==> config.mk <==
export PLATFORM = sky130hd
export DESIGN_NAME = ppoc_config
export DESIGN_NICKNAME = d
export VERILOG_FILES = /design/src/include/ppoc_pkg.sv /design/src/rtl/ppoc_osc_divider.sv /design/src/rtl/ppoc_osc_driver.sv /design/src/rtl/ppoc_config.sv
export SDC_FILE = /design/constraint.sdc
export NUM_CORES = 1
export LEC_CHECK = 0
export BUFFER_PORTS_ARGS = -buffer_cell sky130_fd_sc_hd__buf_4
export CAP_MARGIN = 10
export CORE_MARGIN = 2
export CORE_UTILIZATION = 30
export DETAILED_ROUTE_END_ITERATION = 12
export PLACE_DENSITY_LB_ADDON = 0.25
export REMOVE_ABC_BUFFERS = 1
export SYNTH_ARGS = -nofsm -noshare
export SYNTH_HDL_FRONTEND = slang
export SYNTH_SLANG_ARGS = --single-unit
==> constraint.sdc <==
create_clock -name clk_in -period 2.25 [get_ports clk_in]
set_input_delay 0 -clock clk_in [delete_from_list [all_inputs] [get_ports clk_in]]
set_output_delay 0 -clock clk_in [all_outputs]
set_load 0.01 [all_outputs]
==> src/include/ppoc_pkg.sv <==
// constants and types for the second-loop detector and oscillator output config block
package ppoc_pkg;

    // ------------------------------------------------------------
    // bus and register layout
    // ------------------------------------------------------------
    localparam int PPOC_ADDR_W = 8;
    localparam int PPOC_DATA_W = 32;
    localparam int PPOC_BE_W = 4;
    localparam int PPOC_REG_W = 8;
    localparam int PPOC_NUM_REGS = 5;
    localparam int PPOC_NUM_DRIVERS = 2;
    localparam int PPOC_IDX_W = 6;
    localparam logic [5:0] PPOC_IDX_PUMP = 6'h37;
    localparam logic [5:0] PPOC_IDX_DET = 6'h38;
    localparam logic [5:0] PPOC_IDX_PATH = 6'h39;
    localparam logic [5:0] PPOC_IDX_DRV0 = 6'h3a;
    localparam logic [5:0] PPOC_IDX_DRV1 = 6'h3b;
    localparam logic [5:0] PPOC_IDX_STATUS = 6'h3e;
    localparam logic [2:0] PPOC_SLOT_PUMP = 3'h0;
    localparam logic [2:0] PPOC_SLOT_DET = 3'h1;
    localparam logic [2:0] PPOC_SLOT_PATH = 3'h2;
    localparam logic [2:0] PPOC_SLOT_DRV0 = 3'h3;
    localparam logic [2:0] PPOC_SLOT_STATUS = 3'h5;
    localparam logic [7:0] PPOC_REG_RESET = 8'h00;

    // ------------------------------------------------------------
    // field positions
    // ------------------------------------------------------------
    localparam int PPOC_PUMP_CODE_LSB = 0;
    localparam int PPOC_PUMP_CODE_W = 4;
    localparam int PPOC_DET_UP_EN_BIT = 4;
    localparam int PPOC_DET_DN_EN_BIT = 3;
    localparam int PPOC_DET_FORCE_UP_BIT = 2;
    localparam int PPOC_DET_FORCE_DN_BIT = 1;
    localparam int PPOC_DET_POL_BIT = 0;
    localparam int PPOC_PATH_DIV_LSB = 1;
    localparam int PPOC_PATH_EN_BIT = 0;
    localparam int PPOC_DRV_MODE_LSB = 4;
    localparam int PPOC_DRV_TERM_LSB = 1;
    localparam int PPOC_DRV_EN_BIT = 0;
    localparam int PPOC_STAT_UP_BIT = 0;
    localparam int PPOC_STAT_DN_BIT = 1;
    localparam int PPOC_STAT_PATH_BIT = 2;
    localparam int PPOC_STAT_CONFLICT_BIT = 3;

    // ------------------------------------------------------------
    // timing
    // ------------------------------------------------------------
    localparam int PPOC_SYNC_STAGES = 2;

    // ------------------------------------------------------------
    // types
    // ------------------------------------------------------------
    typedef enum logic [1:0] {
        PPOC_DIV_1 = 2'b00,
        PPOC_DIV_2 = 2'b01,
        PPOC_DIV_4 = 2'b10,
        PPOC_DIV_8 = 2'b11
    } ppoc_div_t;

    typedef enum logic [1:0] {
        PPOC_MODE_CML = 2'b00,
        PPOC_MODE_ECL = 2'b01,
        PPOC_MODE_LVDS = 2'b10,
        PPOC_MODE_CMOS = 2'b11
    } ppoc_mode_t;

    typedef enum logic [1:0] {
        PPOC_TERM_OFF = 2'b00,
        PPOC_TERM_100 = 2'b01,
        PPOC_TERM_RSVD = 2'b10,
        PPOC_TERM_50 = 2'b11
    } ppoc_term_t;

    typedef enum logic [0:0] {
        PPOC_BUS_IDLE = 1'b0,
        PPOC_BUS_ACK = 1'b1
    } ppoc_bus_state_t;

endpackage : ppoc_pkg

==> src/rtl/ppoc_osc_divider.sv <==
// oscillator output path divider
`timescale 1ns/1ps
module ppoc_osc_divider (
    input wire logic clk_in,
    input wire logic arst_n_in,
    input wire logic osc_level_in,
    input wire logic enable_in,
    input wire logic [1:0] divide_code_in,
    output logic div_out
);

    // ------------------------------------------------------------
    // edge count and toggle
    // ------------------------------------------------------------
    logic osc_prev_q;
    logic osc_prev_d;
    logic [1:0] edge_cnt_q;
    logic [1:0] edge_cnt_d;
    logic div_q;
    logic div_d;
    logic [1:0] last_edge;

    always_comb begin
        osc_prev_d = osc_level_in;
        edge_cnt_d = edge_cnt_q;
        div_d = div_q;
        case (ppoc_pkg::ppoc_div_t'(divide_code_in))
            ppoc_pkg::PPOC_DIV_2: last_edge = 2'h0;
            ppoc_pkg::PPOC_DIV_4: last_edge = 2'h1;
            ppoc_pkg::PPOC_DIV_8: last_edge = 2'h3;
            default: last_edge = 2'h0;
        endcase
        if (!enable_in) begin
            edge_cnt_d = 2'h0;
            div_d = 1'b0;
        end else if (divide_code_in == ppoc_pkg::PPOC_DIV_1) begin
            edge_cnt_d = 2'h0;
            div_d = osc_level_in;
        end else if (osc_level_in && !osc_prev_q) begin
            if (edge_cnt_q >= last_edge) begin
                edge_cnt_d = 2'h0;
                div_d = ~div_q;
            end else begin
                edge_cnt_d = edge_cnt_q + 2'h1;
            end
        end
    end

    always_ff @(posedge clk_in or negedge arst_n_in) begin
        if (!arst_n_in) begin
            osc_prev_q <= 1'b0;
            edge_cnt_q <= 2'h0;
            div_q <= 1'b0;
        end else begin
            osc_prev_q <= osc_prev_d;
            edge_cnt_q <= edge_cnt_d;
            div_q <= div_d;
        end
    end

    assign div_out = div_q;

endmodule : ppoc_osc_divider

==> src/rtl/ppoc_osc_driver.sv <==
// one oscillator output driver control
`timescale 1ns/1ps
module ppoc_osc_driver (
    input wire logic clk_in,
    input wire logic arst_n_in,
    input wire logic path_in,
    input wire logic [7:0] ctrl_in,
    output logic enable_out,
    output logic data_out,
    output logic [1:0] mode_out,
    output logic [1:0] termination_out
);

    // ------------------------------------------------------------
    // driver state
    // ------------------------------------------------------------
    logic en_q;
    logic en_d;
    logic data_q;
    logic data_d;
    logic [1:0] mode_q;
    logic [1:0] mode_d;
    logic [1:0] term_q;
    logic [1:0] term_d;
    logic [1:0] term_code;

    always_comb begin
        en_d = ctrl_in[ppoc_pkg::PPOC_DRV_EN_BIT];
        mode_d = ctrl_in[ppoc_pkg::PPOC_DRV_MODE_LSB +: 2];
        term_code = ctrl_in[ppoc_pkg::PPOC_DRV_TERM_LSB +: 2];
        term_d = ppoc_pkg::PPOC_TERM_OFF;
        if (en_d && mode_d == ppoc_pkg::PPOC_MODE_CML
            && term_code != ppoc_pkg::PPOC_TERM_RSVD) begin
            term_d = term_code;
        end
        data_d = en_d & path_in;
    end

    always_ff @(posedge clk_in or negedge arst_n_in) begin
        if (!arst_n_in) begin
            en_q <= 1'b0;
            data_q <= 1'b0;
            mode_q <= ppoc_pkg::PPOC_MODE_CML;
            term_q <= ppoc_pkg::PPOC_TERM_OFF;
        end else begin
            en_q <= en_d;
            data_q <= data_d;
            mode_q <= mode_d;
            term_q <= term_d;
        end
    end

    assign enable_out = en_q;
    assign data_out = data_q;
    assign mode_out = mode_q;
    assign termination_out = term_q;

endmodule : ppoc_osc_driver

==> src/rtl/ppoc_config.sv <==
// register slice for second-loop detector and oscillator output paths
//
// Decided for this implementation: the Avalon-MM interface to the registers.
`timescale 1ns/1ps
// ------------------------------------------------------------
// ------------------------------------------------------------
module ppoc_config #(
    parameter int SYNC_STAGES = ppoc_pkg::PPOC_SYNC_STAGES
) (
    input wire logic clk_in,
    input wire logic arst_n_in,
    input wire logic [7:0] avs_address_in,
    input wire logic avs_read_in,
    input wire logic avs_write_in,
    input wire logic [31:0] avs_writedata_in,
    input wire logic [3:0] avs_byteenable_in,
    output logic [31:0] avs_readdata_out,
    output logic avs_waitrequest_out,
    input wire logic detector_up_raw_in,
    input wire logic detector_down_raw_in,
    input wire logic osc_in,
    output logic [3:0] loop2_pump_current_code_out,
    output logic pump_up_out,
    output logic pump_down_out,
    output logic osc_output_path_enable_out,
    output logic osc_path_out,
    output logic [1:0] osc_driver_enable_out,
    output logic [1:0] osc_driver_data_out,
    output logic [3:0] osc_driver_mode_code_out,
    output logic [3:0] osc_driver_termination_code_out
);

    // ------------------------------------------------------------
    // parameter check
    // ------------------------------------------------------------
    if (SYNC_STAGES < 2) begin : g_bad_sync
        $error("SYNC_STAGES must be at least 2");
    end

    // ------------------------------------------------------------
    // address decode
    // ------------------------------------------------------------
    function automatic logic [3:0] ppoc_decode(input logic [7:0] addr);
        logic [5:0] idx;
        logic [3:0] res;
        idx = addr[7:2];
        res = 4'h0;
        if (addr[1:0] == 2'b00) begin
            case (idx)
                ppoc_pkg::PPOC_IDX_PUMP: res = {1'b1, ppoc_pkg::PPOC_SLOT_PUMP};
                ppoc_pkg::PPOC_IDX_DET: res = {1'b1, ppoc_pkg::PPOC_SLOT_DET};
                ppoc_pkg::PPOC_IDX_PATH: res = {1'b1, ppoc_pkg::PPOC_SLOT_PATH};
                ppoc_pkg::PPOC_IDX_DRV0: res = {1'b1, ppoc_pkg::PPOC_SLOT_DRV0};
                ppoc_pkg::PPOC_IDX_DRV1: res = {1'b1, 3'(ppoc_pkg::PPOC_SLOT_DRV0 + 3'h1)};
                ppoc_pkg::PPOC_IDX_STATUS: res = {1'b1, ppoc_pkg::PPOC_SLOT_STATUS};
                default: res = 4'h0;
            endcase
        end
        return res;
    endfunction : ppoc_decode

    // ------------------------------------------------------------
    // bus slave and register file
    // ------------------------------------------------------------
    ppoc_pkg::ppoc_bus_state_t bus_q;
    ppoc_pkg::ppoc_bus_state_t bus_d;
    logic [7:0] regs_q [ppoc_pkg::PPOC_NUM_REGS];
    logic [7:0] regs_d [ppoc_pkg::PPOC_NUM_REGS];
    logic [31:0] rdata_q;
    logic [31:0] rdata_d;
    logic [7:0] status_val;
    logic [3:0] rd_dec;
    logic [3:0] wr_dec;

    always_comb begin
        bus_d = bus_q;
        regs_d = regs_q;
        rdata_d = rdata_q;
        rd_dec = ppoc_decode(avs_address_in);
        wr_dec = rd_dec;
        case (bus_q)
            ppoc_pkg::PPOC_BUS_IDLE: begin
                if (avs_read_in) begin
                    bus_d = ppoc_pkg::PPOC_BUS_ACK;
                    rdata_d = 32'h0000_0000;
                    if (rd_dec[3] && rd_dec[2:0] == ppoc_pkg::PPOC_SLOT_STATUS) begin
                        rdata_d = {24'h00_0000, status_val};
                    end else if (rd_dec[3]) begin
                        rdata_d = {24'h00_0000, regs_q[rd_dec[2:0]]};
                    end
                end else if (avs_write_in) begin
                    bus_d = ppoc_pkg::PPOC_BUS_ACK;
                end
            end
            ppoc_pkg::PPOC_BUS_ACK: begin
                bus_d = ppoc_pkg::PPOC_BUS_IDLE;
                if (avs_write_in && wr_dec[3] && avs_byteenable_in[0]
                    && wr_dec[2:0] != ppoc_pkg::PPOC_SLOT_STATUS) begin
                    regs_d[wr_dec[2:0]] = avs_writedata_in[7:0];
                end
            end
            default: begin
                bus_d = ppoc_pkg::PPOC_BUS_IDLE;
            end
        endcase
    end

    always_ff @(posedge clk_in or negedge arst_n_in) begin
        if (!arst_n_in) begin
            bus_q <= ppoc_pkg::PPOC_BUS_IDLE;
            rdata_q <= 32'h0000_0000;
            for (int i = 0; i < ppoc_pkg::PPOC_NUM_REGS; i++) begin
                regs_q[i] <= ppoc_pkg::PPOC_REG_RESET;
            end
        end else begin
            bus_q <= bus_d;
            rdata_q <= rdata_d;
            regs_q <= regs_d;
        end
    end

    assign avs_waitrequest_out = (avs_read_in | avs_write_in)
                                 & (bus_q != ppoc_pkg::PPOC_BUS_ACK);
    assign avs_readdata_out = rdata_q;

    // ------------------------------------------------------------
    // field extraction
    // ------------------------------------------------------------
    logic [7:0] pump_reg;
    logic [7:0] det_reg;
    logic [7:0] path_reg;
    logic det_up_en;
    logic det_dn_en;
    logic det_force_up;
    logic det_force_dn;
    logic det_polarity;

    assign pump_reg = regs_q[ppoc_pkg::PPOC_SLOT_PUMP];
    assign det_reg = regs_q[ppoc_pkg::PPOC_SLOT_DET];
    assign path_reg = regs_q[ppoc_pkg::PPOC_SLOT_PATH];
    assign det_up_en = det_reg[ppoc_pkg::PPOC_DET_UP_EN_BIT];
    assign det_dn_en = det_reg[ppoc_pkg::PPOC_DET_DN_EN_BIT];
    assign det_force_up = det_reg[ppoc_pkg::PPOC_DET_FORCE_UP_BIT];
    assign det_force_dn = det_reg[ppoc_pkg::PPOC_DET_FORCE_DN_BIT];
    assign det_polarity = det_reg[ppoc_pkg::PPOC_DET_POL_BIT];

    // ------------------------------------------------------------
    // input synchronisers
    // ------------------------------------------------------------
    logic [SYNC_STAGES-1:0] up_sync_q;
    logic [SYNC_STAGES-1:0] dn_sync_q;
    logic [SYNC_STAGES-1:0] osc_sync_q;

    always_ff @(posedge clk_in or negedge arst_n_in) begin
        if (!arst_n_in) begin
            up_sync_q <= '0;
            dn_sync_q <= '0;
            osc_sync_q <= '0;
        end else begin
            up_sync_q <= {up_sync_q[SYNC_STAGES-2:0], detector_up_raw_in};
            dn_sync_q <= {dn_sync_q[SYNC_STAGES-2:0], detector_down_raw_in};
            osc_sync_q <= {osc_sync_q[SYNC_STAGES-2:0], osc_in};
        end
    end

    // ------------------------------------------------------------
    // detector to charge pump
    // ------------------------------------------------------------
    logic pump_up_q;
    logic pump_up_d;
    logic pump_dn_q;
    logic pump_dn_d;
    logic [3:0] pump_code_q;
    logic [3:0] pump_code_d;
    logic det_up;
    logic det_dn;

    always_comb begin
        pump_code_d = pump_reg[ppoc_pkg::PPOC_PUMP_CODE_LSB +: ppoc_pkg::PPOC_PUMP_CODE_W];
        // negative polarity swaps detector directions
        det_up = det_polarity ? dn_sync_q[SYNC_STAGES-1] : up_sync_q[SYNC_STAGES-1];
        det_dn = det_polarity ? up_sync_q[SYNC_STAGES-1] : dn_sync_q[SYNC_STAGES-1];
        pump_up_d = det_up_en & det_up & ~det_force_dn;
        pump_dn_d = det_dn_en & det_dn & ~det_force_up;
        if (det_force_up) begin
            pump_up_d = 1'b1;
        end
        if (det_force_dn) begin
            pump_dn_d = 1'b1;
        end
    end

    always_ff @(posedge clk_in or negedge arst_n_in) begin
        if (!arst_n_in) begin
            pump_up_q <= 1'b0;
            pump_dn_q <= 1'b0;
            pump_code_q <= 4'h0;
        end else begin
            pump_up_q <= pump_up_d;
            pump_dn_q <= pump_dn_d;
            pump_code_q <= pump_code_d;
        end
    end

    assign loop2_pump_current_code_out = pump_code_q;
    assign pump_up_out = pump_up_q;
    assign pump_down_out = pump_dn_q;

    // ------------------------------------------------------------
    // oscillator output path
    // ------------------------------------------------------------
    logic path_en_q;
    logic path_en_d;
    logic path_div;

    always_comb begin
        path_en_d = path_reg[ppoc_pkg::PPOC_PATH_EN_BIT];
    end

    always_ff @(posedge clk_in or negedge arst_n_in) begin
        if (!arst_n_in) begin
            path_en_q <= 1'b0;
        end else begin
            path_en_q <= path_en_d;
        end
    end

    ppoc_osc_divider u_divider (
        .clk_in(clk_in),
        .arst_n_in(arst_n_in),
        .osc_level_in(osc_sync_q[SYNC_STAGES-1]),
        .enable_in(path_reg[ppoc_pkg::PPOC_PATH_EN_BIT]),
        .divide_code_in(path_reg[ppoc_pkg::PPOC_PATH_DIV_LSB +: 2]),
        .div_out(path_div)
    );

    assign osc_output_path_enable_out = path_en_q;
    assign osc_path_out = path_div;

    // ------------------------------------------------------------
    // output drivers
    // ------------------------------------------------------------
    for (genvar g = 0; g < ppoc_pkg::PPOC_NUM_DRIVERS; g++) begin : g_drv
        ppoc_osc_driver u_driver (
            .clk_in(clk_in),
            .arst_n_in(arst_n_in),
            .path_in(path_div),
            .ctrl_in(regs_q[32'(ppoc_pkg::PPOC_SLOT_DRV0) + g]),
            .enable_out(osc_driver_enable_out[g]),
            .data_out(osc_driver_data_out[g]),
            .mode_out(osc_driver_mode_code_out[2*g +: 2]),
            .termination_out(osc_driver_termination_code_out[2*g +: 2])
        );
    end

    // ------------------------------------------------------------
    // status readback
    // ------------------------------------------------------------
    always_comb begin
        status_val = 8'h00;
        status_val[ppoc_pkg::PPOC_STAT_UP_BIT] = pump_up_q;
        status_val[ppoc_pkg::PPOC_STAT_DN_BIT] = pump_dn_q;
        status_val[ppoc_pkg::PPOC_STAT_PATH_BIT] = path_div;
        status_val[ppoc_pkg::PPOC_STAT_CONFLICT_BIT] = det_force_up & det_force_dn;
    end

endmodule : ppoc_config

; ---- After elaboration in Yosys (flattened, before gate mapping)
; Index checks and enable logic that the tools add are counted.
[word_totals]
regBits = 102
output_inout_bits = 53
word_cells = 103
[classes]
n_addsub = 1
magnitude_cmp = 3
n_eq_ne = 14
n_mux = 28
bitwise_logic = 14
n_reduce_logical = 18
[ops]
columns = cell, n
row1 = bitwise mux 40 bit, 1
row2 = 2-to-1 mux 8 bit, 5
row3 = == test 6 bit (second input constant), 6
row4 = binary-select mux 8 bit (select 3 bit), 1
row5 = demux 8 bit (select 3 bit), 1
row6 = one-hot mux 4 bit (6 select lines), 1
row7 = 2-to-1 mux 2 bit, 6
row8 = logical AND 1 bit, 10
row9 = 2-to-1 mux 1 bit, 10
row10 = bitwise AND 1 bit, 8
row11 = logical NOT 2 bit, 4
row12 = != test 3 x 1 -> 1 bit (second input constant), 2
row13 = AND reduction 2 bit, 3
row14 = == test 2 bit (second input constant), 2
row15 = greater-or-equal comparator 4 bit (second input constant), 1
row16 = < comparator 4 x 1 -> 1 bit (second input constant), 1
row17 = 2-to-1 mux 4 bit, 1
row18 = != test 2 bit (second input constant), 2
row19 = inverter 1 bit, 4
row20 = inverter 3 -> 4 bit, 1
row21 = one-hot mux 2 bit (2 select lines), 1
row22 = == test 3 bit (second input constant), 1
row23 = != test 3 bit (second input constant), 1
row24 = adder 2 x 1 -> 2 bit (second input constant), 1
row25 = 4 further kinds, 4

; ---- Logic depth before layout (Yosys ltp)
; Gate-level depths: netlist of run 1.
[depth]
depth_word = 9
depth_mapped = 6

; ---- Cells and area by module
; A second synthesis of run 1 with hierarchy kept.
[unflattened]
hier_cells = 269
hier_area_um2 = 3530.9
[by_module_without_submodules]
columns = module, instances, cells_each, area_per_inst_um2, seq_area_each_um2
row1 = ppoc_config, 1, 226, 2909.0, 1551.5
row2 = ppoc_osc_driver, 2, 9, 175.2, 150.1
row3 = ppoc_osc_divider, 1, 25, 271.5, 100.1

; ---- Worst setup path after synthesis of run 1
; Ideal clock, no wire load.
[synth_timing]
kind = reg-to-reg
from = reg bus_q
to = reg regs_q, in the netlist det_reg[0]
setup_time_ns = 0.125
arrival_time_ns = 1.683
required_ns = 2.125
setup_slack_ns = 0.442
stages_incl_launch_ff = 7
synth_period_minus_slack_ns = 1.808
path_cell_list = dfrtp_1 > nand3_1 > or3_1 > buf_2 > or3_1 > buf_6 > mux2_4
[synth_between]
elab_chain_len = 1
[synth_lines]
columns = item, line
row1 = from (decl), ppoc_config.sv:65  ; ppoc_pkg::ppoc_bus_state_t bus_q;
row2 = from (signal assigned), ppoc_config.sv:110  ; bus_q <= ppoc_pkg::PPOC_BUS_IDLE;
row3 = from (signal assigned), ppoc_config.sv:116  ; bus_q <= bus_d;
row4 = AND reduction 2 bit (no line), -
row5 = "to (signal, indexed assignment)", ppoc_config.sv:113  ; regs_q[i] <= ppoc_pkg::PPOC_REG_RESET;
row6 = to (signal assigned), ppoc_config.sv:118  ; regs_q <= regs_d;
row7 = to (decl), ppoc_config.sv:67  ; logic [7:0] regs_q [ppoc_pkg::PPOC_NUM_REGS];
; No other way between the ends.
; A chain may end at the register's enable or synchronous reset.

; ---- Worst setup path in the final report of run 1
[layout_timing]
from = reg bus_q
to = reg regs_q, in the netlist det_reg[5]
; Same word-level chain as after synthesis.

==> run summary, run 1 <==
Slew @ Worst Pin = 0.957 ns
GPL Wtd Cong = 0.769
Root Driver = clkbuf_16
Largest register FFs = 16
GRT Total Usage = 12.6%
Vias in the first global route = 2291
Crit share post-route = 88.4%
Synth Area in Compound Gates = 9.14%
Met3 Usage GRT = 2.73%
N_diodes = 0
GR Util met1 = 17.0%
Synth warn = 0
Iteration-0 DRC count of the detailed router = 158
Core box area = 11500 sq um
Via-to-Cell Ratio = 4.58
WL final = 7630 um
Critical path start-end classification = reg -> reg
Synth area leaders = dfrtp_1 55%, mux2_2 10%, buf_4 5.9%
Total congestion overflow = 0
Die X = 113 um
Prevailing post-synth register cell = dfrtp_1
Critical Path Max Stage Delay = 0.56 ns
Multiplexer share of the synthesized area = 16.4%
CP Capture Type = flop
Most used cell, CP = or3_1
GRT busiest layer = met2
Arr. time, crit path = 2.20 ns
Simple-Gate Fraction of Synth Area = 10.5%
Hold WS = 0.0972 ns
GRT met2 Usage = 19.4%
Number of synthesized flops with an enable pin = 0
Max Clock Skew = 0.00553 ns
Row Count = 39
Most area-hungry cell type in the Yosys netlist = dfrtp_1
Number of synthesized register bits = 78
Post-synthesis sequential area ratio = 55.1%
Status = completed
Yosys cell types = 44
Setup Fix Bufs, Post-CTS = 0
Setup TNS = 0 ns
DRC errors left = 0
CTS buffer count = 9
Drt wl/cell = 15.1 um
CTS clk-pin slew, worst paths = 0.05 ns
PortBufs = 52
Adder-Cell Fraction of Synth Area = 0.706%
Final nets = 412
RSZ-0062 raised after global routing = no
Die Area = 12700 sq um
Reg area = 1950 sq um
Post-synth top area share = 55.1%
Power Dens Cells = 703 nW/um^2
Rel. slew slack = 36.2%
Pin count of the biggest net entering global routing = 79
Total number of vias = 2319
FFs w/ async S/R, synth = 100%
Clock buffer depth = 2
Post-CTS Hold Buffers = 14
Area of the multi-input gates = 1400 sq um
CP startpoint kind = flop
Family with the most delay on the worst path = simple AND/OR/NAND/NOR gates
Biggest register = regs_q
Worst path required time = 2.46 ns
Crit-path max FO = 8
Fillers = 1104
Slowest-stage cell, CP = or3_1
F_max = 503 MHz
Starting density of the core = 30.9%
# H-tree levels = 3
Drt pass-1 iters = 4
Final non-filler cell area = 4470 sq um
Setup-failing EPs final = 0
IO Count = 104
Min Tclk post-route = 1.99 ns
Critical path buffer and inverter count = 0
CTS tree = done
Xor/xnor share of the synthesized area = 0.247%
Cell Area, Synth = 3540 sq um
CP Cell Sequence = nand3_1 -> or3_1 -> or3_1 -> mux2_4
Placed inst area = 4020 sq um
Share of layout cells above drive strength 1 = 35.0%
Min-delay worst type = in -> reg
Mapped Cells = 286
Final Hold Fails = 0
Mapped Avg Cell Area = 12.4 sq um
Pins Over Slew Limit = 0
Layout area overhead = 26.0%
Die Ht = 113 um
# resized after CTS = 0
Initial antenna violation count = 0
Worst vdd ir = 0.000329 V
First-pass GRT wire length = 12200 um
Leak pwr = 2.19 nW
CTS Sinks = 78
Main combinational cell family by area after synthesis = multiplexers
Max_cap viols = 0
Clk_lat worst skew = 0.33 ns
Final ANT Viol Nets = 0
final timing paths:
path | cells after the start | endpoint | slack, ns | start
max | 4 | det_reg[5] | 0.26 | bus_q
min | 3 | avs_readdata_out[7] | 0.1 | avs_address_in[5]
max reg2reg | 4 | det_reg[5] | 0.26 | bus_q
min reg2reg | 0 | osc_sync_q[1] | 0.35 | osc_sync_q[0]
max in group asynchronous | 2 | det_reg[4] | 1.27 | arst_n_in
min in group asynchronous | 2 | u_divider.edge_cnt_q[0] | 0.37 | arst_n_in
metal layers:
layer  routed length [um]  vias to the layer above
li1                     -                     1117
met3                  297                        8
met4                  141                        0
met2                 3550                       62
met5                    0                        -
met1                 3640                     1132
power breakdown:
part           switching (mW)  leakage [nW]  internal (mW)
logic                   0.120         0.970         0.0860
registers              0.0147          1.07           1.43
clock network           0.529         0.146          0.963
synth_stat cells (2+ instances only):
cell type / instances
a2bb2oi_1: 3
or4_2: 2
or2_2: 2
buf_2: 2
nand2_1: 17
nor2_1: 5
ha_1: 2
mux2i_1: 9
and4_1: 2
dfrtp_1: 78
nand3_1: 2
o22ai_1: 4
nor2_2: 3
inv_1: 6
a211oi_1: 3
a31oi_1: 6
clkbuf_1: 6
mux2_2: 33
buf_4: 28
or3_1: 3
nor2b_1: 4
nand2b_1: 9
a21oi_1: 2
o221ai_1: 4
mux2_4: 8
and2_1: 8
o21ai_0: 18
layout by cell type (no fill, tap or decap), drive strengths merged, types with 2 or more instances in the layout:
master and instances:
nand3 2, and4 2, or4 2, o221ai 4, bufinv 2, nand2b 9, nand2 17, mux2i 9
ha 2, and2 8, o22ai 4, a211oi 3, clkbuf 11, nor2b 4, nor2 8, inv 6
a2bb2oi 3, dlygate4sd3 14, dfrtp 78, nor3 2, a21oi 2, conb 24, or2 2, or3 3
o21ai 18, buf 62, mux2 41, a31oi 6
tightest hold or removal path, cell delays in order:
cell	delay [ns]
buf_4	0.14
o211ai_1	0.10
a32o_1	0.15
final cells by class:
type                            instances  area share [%]
Clock buffer                           11            5.21
Sequential cell                        78            43.7
Timing Repair Buffer                   76            13.6
Inverter                                6           0.504
Clock inverter                          4            1.62
Tap cell                              143            4.01
Multi-Input combinational cell        188            31.4
stage by stage:
step | setup slack (ns) | std cells | util, % | total power, mW
after floorplan | 0.391 | 272 | - | 1.54
after global placement | 0.280 | 477 | 35.1 | 1.65
after detailed placement | 0.271 | 477 | 35.1 | 1.66
after CTS | 0.254 | 506 | 39.0 | 3.17
after global routing | 0.168 | 506 | 39.0 | 3.26
final | 0.261 | 506 | 39.0 | 3.14
logic make-up after synthesis:
family,Yosys count
multiplexers,50
AO/OA/AOI/OAI,49
flip-flops,78
buffers and inverters,43
XOR/XNOR,1
other,1
AND/OR/NAND/NOR,62
adder cells (fa/ha/maj),2
Power figures use the tool's default switching activity.
==> run 2, diff against run 1 <==
PLACE_DENSITY_LB_ADDON = not set   (was 0.25)
REMOVE_ABC_BUFFERS = not set   (was 1)
==> run summary, run 2 (same netlist as run 1, synthesis figures left out) <==
Status = completed
Drt pass-1 iters = 4
Drt wl/cell = 15.3 um
Total number of vias = 2375
Arr. time, crit path = 2.32 ns
IO Count = 104
Core box area = 11500 sq um
Largest register FFs = 16
Post-Place Setup Slack = 0.154 ns
Reg power frac = 45.5%
First-pass GRT wire length = 12600 um
Post-DP HPWL = 5400 um
Int Pwr = 2.48 mW
Critical path start-end classification = reg -> reg
Power Dens Cells = 713 nW/um^2
Comb power frac = 6.4%
DRC errors left = 0
PortBufs = 52
CTS tree = done
Setup ws final = 0.143 ns
Final Hold Fails = 0
Clk_lat worst skew = 0.33 ns
Clock buffer depth = 2
Clock power frac = 48.1%
Max Clock Skew = 0.00479 ns
Net switching power = 0.686 mW
Max_cap viols = 0
GRT Total Usage = 12.7%
Setup-failing EPs final = 0
Layout area overhead = 25.2%
Pin count of the biggest net entering global routing = 79
# resized after CTS = 0
Setup TNS = 0 ns
Most frequent cells in the layout = 78 x dfrtp_1, 57 x buf_4, 33 x mux2_2
Final ANT Viol Nets = 0
Min Tclk post-route = 2.11 ns
Slew @ Worst Pin = 0.997 ns
Crit-path max FO = 8
Share of layout cells above drive strength 1 = 34.5%
Most common cell after layout, fill and taps aside = dfrtp_1
Crit share post-route = 93.7%
Setup Fix Bufs, Post-CTS = 0
Leak pwr = 2.17 nW
Die Area = 12700 sq um
CTS buffer count = 9
F_max = 475 MHz
Worst vdd ir = 0.000359 V
Row Count = 39
Biggest register = regs_q
CP startpoint kind = flop
CTS clk-pin slew, worst paths = 0.06 ns
Reg area = 1950 sq um
Area of the multi-input gates = 1400 sq um
Final nets = 407
WL final = 7700 um
GPL Wtd Cong = 0.780
CTS Sinks = 78
Worst path required time = 2.46 ns
Vias in the first global route = 2415
Root Driver = clkbuf_16
RSZ-0062 raised after global routing = no
# H-tree levels = 3
Initial antenna violation count = 0
Min-delay worst type = in -> reg
Fillers = 1098
Total congestion overflow = 0
CP Capture Type = flop
Iteration-0 DRC count of the detailed router = 96
Rel. slew slack = 33.5%
Post-CTS Hold Buffers = 14
N_diodes = 0
Pins Over Slew Limit = 0
Via-to-Cell Ratio = 4.73
Die X = 113 um
Die Ht = 113 um
Starting density of the core = 30.9%
Switching share of power = 21.7%
run 2: power groups by stage:
stage               clock, mW  combinational, mW  sequential, mW
global route             1.62              0.227            1.44
floorplan                   0              0.117            1.46
detailed placement          0              0.187            1.47
global placement            0              0.184            1.47
finish                   1.52              0.203            1.44
CTS                      1.56              0.207            1.44
run 2: through the flow:
stage | total power, mW | util (%) | instance area (sq um) | std cells | hold WS (ns)
after floorplan | 1.58 | - | 3630 | 309 | -0.296
after global placement | 1.65 | 34.7 | 3980 | 472 | 0.111
after detailed placement | 1.65 | 34.7 | 3980 | 472 | 0.111
after CTS | 3.21 | 38.7 | 4440 | 502 | 0.0818
after global routing | 3.29 | 38.7 | 4440 | 502 | 0.0981
final | 3.17 | 38.7 | 4440 | 502 | 0.0874
run 2: metal layers:
metal / up-vias / track usage (%) / wire length (um)
met2: 61 / 19.9 / 3600
met5: - / 0 / 0
met3: 13 / 3.59 / 396
li1: 1108 / - / -
met4: 0 / 4.47 / 142
met1: 1193 / 17.0 / 3570
run 2: final timing paths:
check,from,end,slack (ns),cells past startpoint
max in group asynchronous,arst_n_in,pump_reg[1],1.22,2
setup reg to reg,bus_q,det_reg[0],0.14,4
hold / removal,avs_address_in[5],avs_readdata_out[7],0.09,3
setup / recovery,bus_q,det_reg[0],0.14,4
min in group asynchronous,arst_n_in,osc_sync_q[0],0.34,2
hold reg to reg,osc_sync_q[0],osc_sync_q[1],0.35,0
run 2: critical path, stage by stage, from the launching register on:
cell	delay (ns)
dfrtp_1	0.38
nand3_1	0.16
or3_1	0.48
or3_1	0.59
mux2_4	0.38
run 2: area by class of cell:
class	count	share of cell area (%)
timing repair buffer	71	12.8
sequential	78	44.0
clock inverter	6	1.94
tap	143	4.03
multi-input combinational	188	31.6
inverter	6	0.507
clock buffer	10	5.16
==> run 3, diff against run 2 <==
clock period = 1.9 ns   (was 2.25 ns; I/O delays follow)
==> run summary, run 3 (same netlist as run 1, synthesis figures left out) <==
Status = completed
Setup TNS = 0 ns
GRT Total Usage = 12.9%
Max_cap viols = 0
Drt pass-1 iters = 4
Comb power frac = 6.4%
F_max = 553 MHz
Final Hold Fails = 0
N_diodes = 0
CTS buffer count = 9
Pin count of the biggest net entering global routing = 66
Net switching power = 0.814 mW
CTS tree = done
Critical Path Max Stage Delay = 0.39 ns
Setup Fix Bufs, Post-CTS = 0
Post-CTS Hold Buffers = 14
DRC errors left = 0
Hold WS = 0.0825 ns
Root Driver = clkbuf_16
Starting density of the core = 30.9%
Fillers = 1109
Leak pwr = 2.22 nW
CP Cell Sequence = nand3_1 -> or3_1 -> or3_1 -> buf_4 -> mux2_4
Hold path start = avs_address_in[5]
Clock buffer depth = 2
CP startpoint kind = flop
Most common cell after layout, fill and taps aside = dfrtp_1
Clock power frac = 49.7%
Switching share of power = 20.9%
Final non-filler cell area = 4540 sq um
Crit share post-route = 95.2%
Most used cell, CP = or3_1
Via-to-Cell Ratio = 4.62
Initial antenna violation count = 0
Power Dens Cells = 857 nW/um^2
Min Tclk post-route = 1.81 ns
CP Capture Type = flop
Worst vdd ir = 0.000358 V
Worst path required time = 2.11 ns
RSZ-0062 raised after global routing = no
Die Area = 12700 sq um
Post-DP HPWL = 5570 um
Arr. time, crit path = 2.02 ns
Pwr Total = 3.89 mW
Critical path buffer and inverter count = 1
Largest register FFs = 16
PortBufs = 52
Max Clock Skew = 0.00958 ns
Min-delay worst type = in -> reg
Total congestion overflow = 0
Most frequent cells in the layout = 78 x dfrtp_1, 67 x buf_4, 33 x mux2_2
Share of layout cells above drive strength 1 = 36.3%
Reg2reg path depth = 5
# resized after CTS = 0
Post-Route M1 WL = 3640 um
Family with the most delay on the worst path = simple AND/OR/NAND/NOR gates
Drt wl/cell = 15.3 um
Flop-to-flop setup slack = 0.09 ns
Core box area = 11500 sq um
Slowest-stage cell, CP = or3_1
WL final = 7860 um
Total number of vias = 2365
# H-tree levels = 3
Post-Place Setup Slack = 0.102 ns
Layout area overhead = 28.0%
Setup ws final = 0.0908 ns
Met2 WL post-DR = 3700 um
GPL Wtd Cong = 0.750
Crit-path max FO = 8
Die Ht = 113 um
Biggest register = regs_q
Wire length on met3 = 413 um
Max layer used = met4
Reg2reg end = det_reg[4]
Setup-failing EPs final = 0
Worst Hold Path EP = avs_readdata_out[7]
Reg power frac = 43.8%
Int Pwr = 3.08 mW
CTS Sinks = 78
Critical path start-end classification = reg -> reg
Final nets = 417
Row Count = 39
Clk_lat worst skew = 0.34 ns
Die X = 113 um
Iteration-0 DRC count of the detailed router = 100
Vias in the first global route = 2405
Rel. slew slack = 44.3%
Pins Over Slew Limit = 0
Slew @ Worst Pin = 0.836 ns
Worst r2r src = bus_q
Hold Crit Depth = 3
IO Count = 104
Final ANT Viol Nets = 0
CTS clk-pin slew, worst paths = 0.06 ns
Placed inst area = 4060 sq um
First-pass GRT wire length = 12800 um
==> run 3: changes by cell type in the layout (fill, tap and decap cells not counted), sizes merged <==
cell / delta
buf: +10
bufinv: +1
clkinv: -2
clkinvlp: +1
==> run 3: power by group through the flow <==
stage	sequential [mW]	combinational [mW]	clock (mW)
floorplan	1.73	0.139	0
global placement	1.73	0.225	0
detailed placement	1.74	0.230	0
CTS	1.71	0.254	1.98
global route	1.71	0.279	2.04
finish	1.71	0.251	1.93
==> run 3: how the worst max path moves through the flow <==
stage,startpoint,endpoint,slack (ns),cells past startpoint
after floorplan,bus_q,det_reg[0],0.09,6
after global placement,bus_q,det_reg[7],0.11,5
after detailed placement,bus_q,det_reg[5],0.10,5
after CTS,bus_q,path_reg[7],0.09,6
after global routing,bus_q,path_reg[7],0.02,6
final,bus_q,det_reg[4],0.09,5
==> run 3: area by class of cell <==
cell class | instances | area (sq um) | share of cell area, %
sequential | 78 | 1950 | 43.0
multi-input combinational | 188 | 1400 | 30.9
tap | 143 | 179 | 3.94
inverter | 6 | 22.5 | 0.496
timing repair buffer | 81 | 643 | 14.2
clock inverter | 6 | 110 | 2.43
clock buffer | 10 | 229 | 5.05
==> run 3: worst register-to-register path: stages (launching register included) <==
cell and delay [ns]:
dfrtp_1 0.34, nand3_1 0.15, or3_1 0.39, or3_1 0.31, buf_4 0.20, mux2_4 0.31
==> run 3: per-stage QoR <==
| step | cells | utilization, % |
|---|---|---|
| floorplan | 309 | - |
| global placement | 482 | 35.4 |
| detailed placement | 482 | 35.4 |
| CTS | 512 | 39.6 |
| global route | 512 | 39.6 |
| finish | 512 | 39.6 |
==> run 3: per-layer routing <==
| metal | track usage, % | vias to the layer above |
|---|---|---|
| met5 | 0 | - |
| met4 | 5.37 | 0 |
| met3 | 3.32 | 5 |
| met2 | 19.9 | 75 |
| met1 | 17.4 | 1166 |
| li1 | - | 1119 |
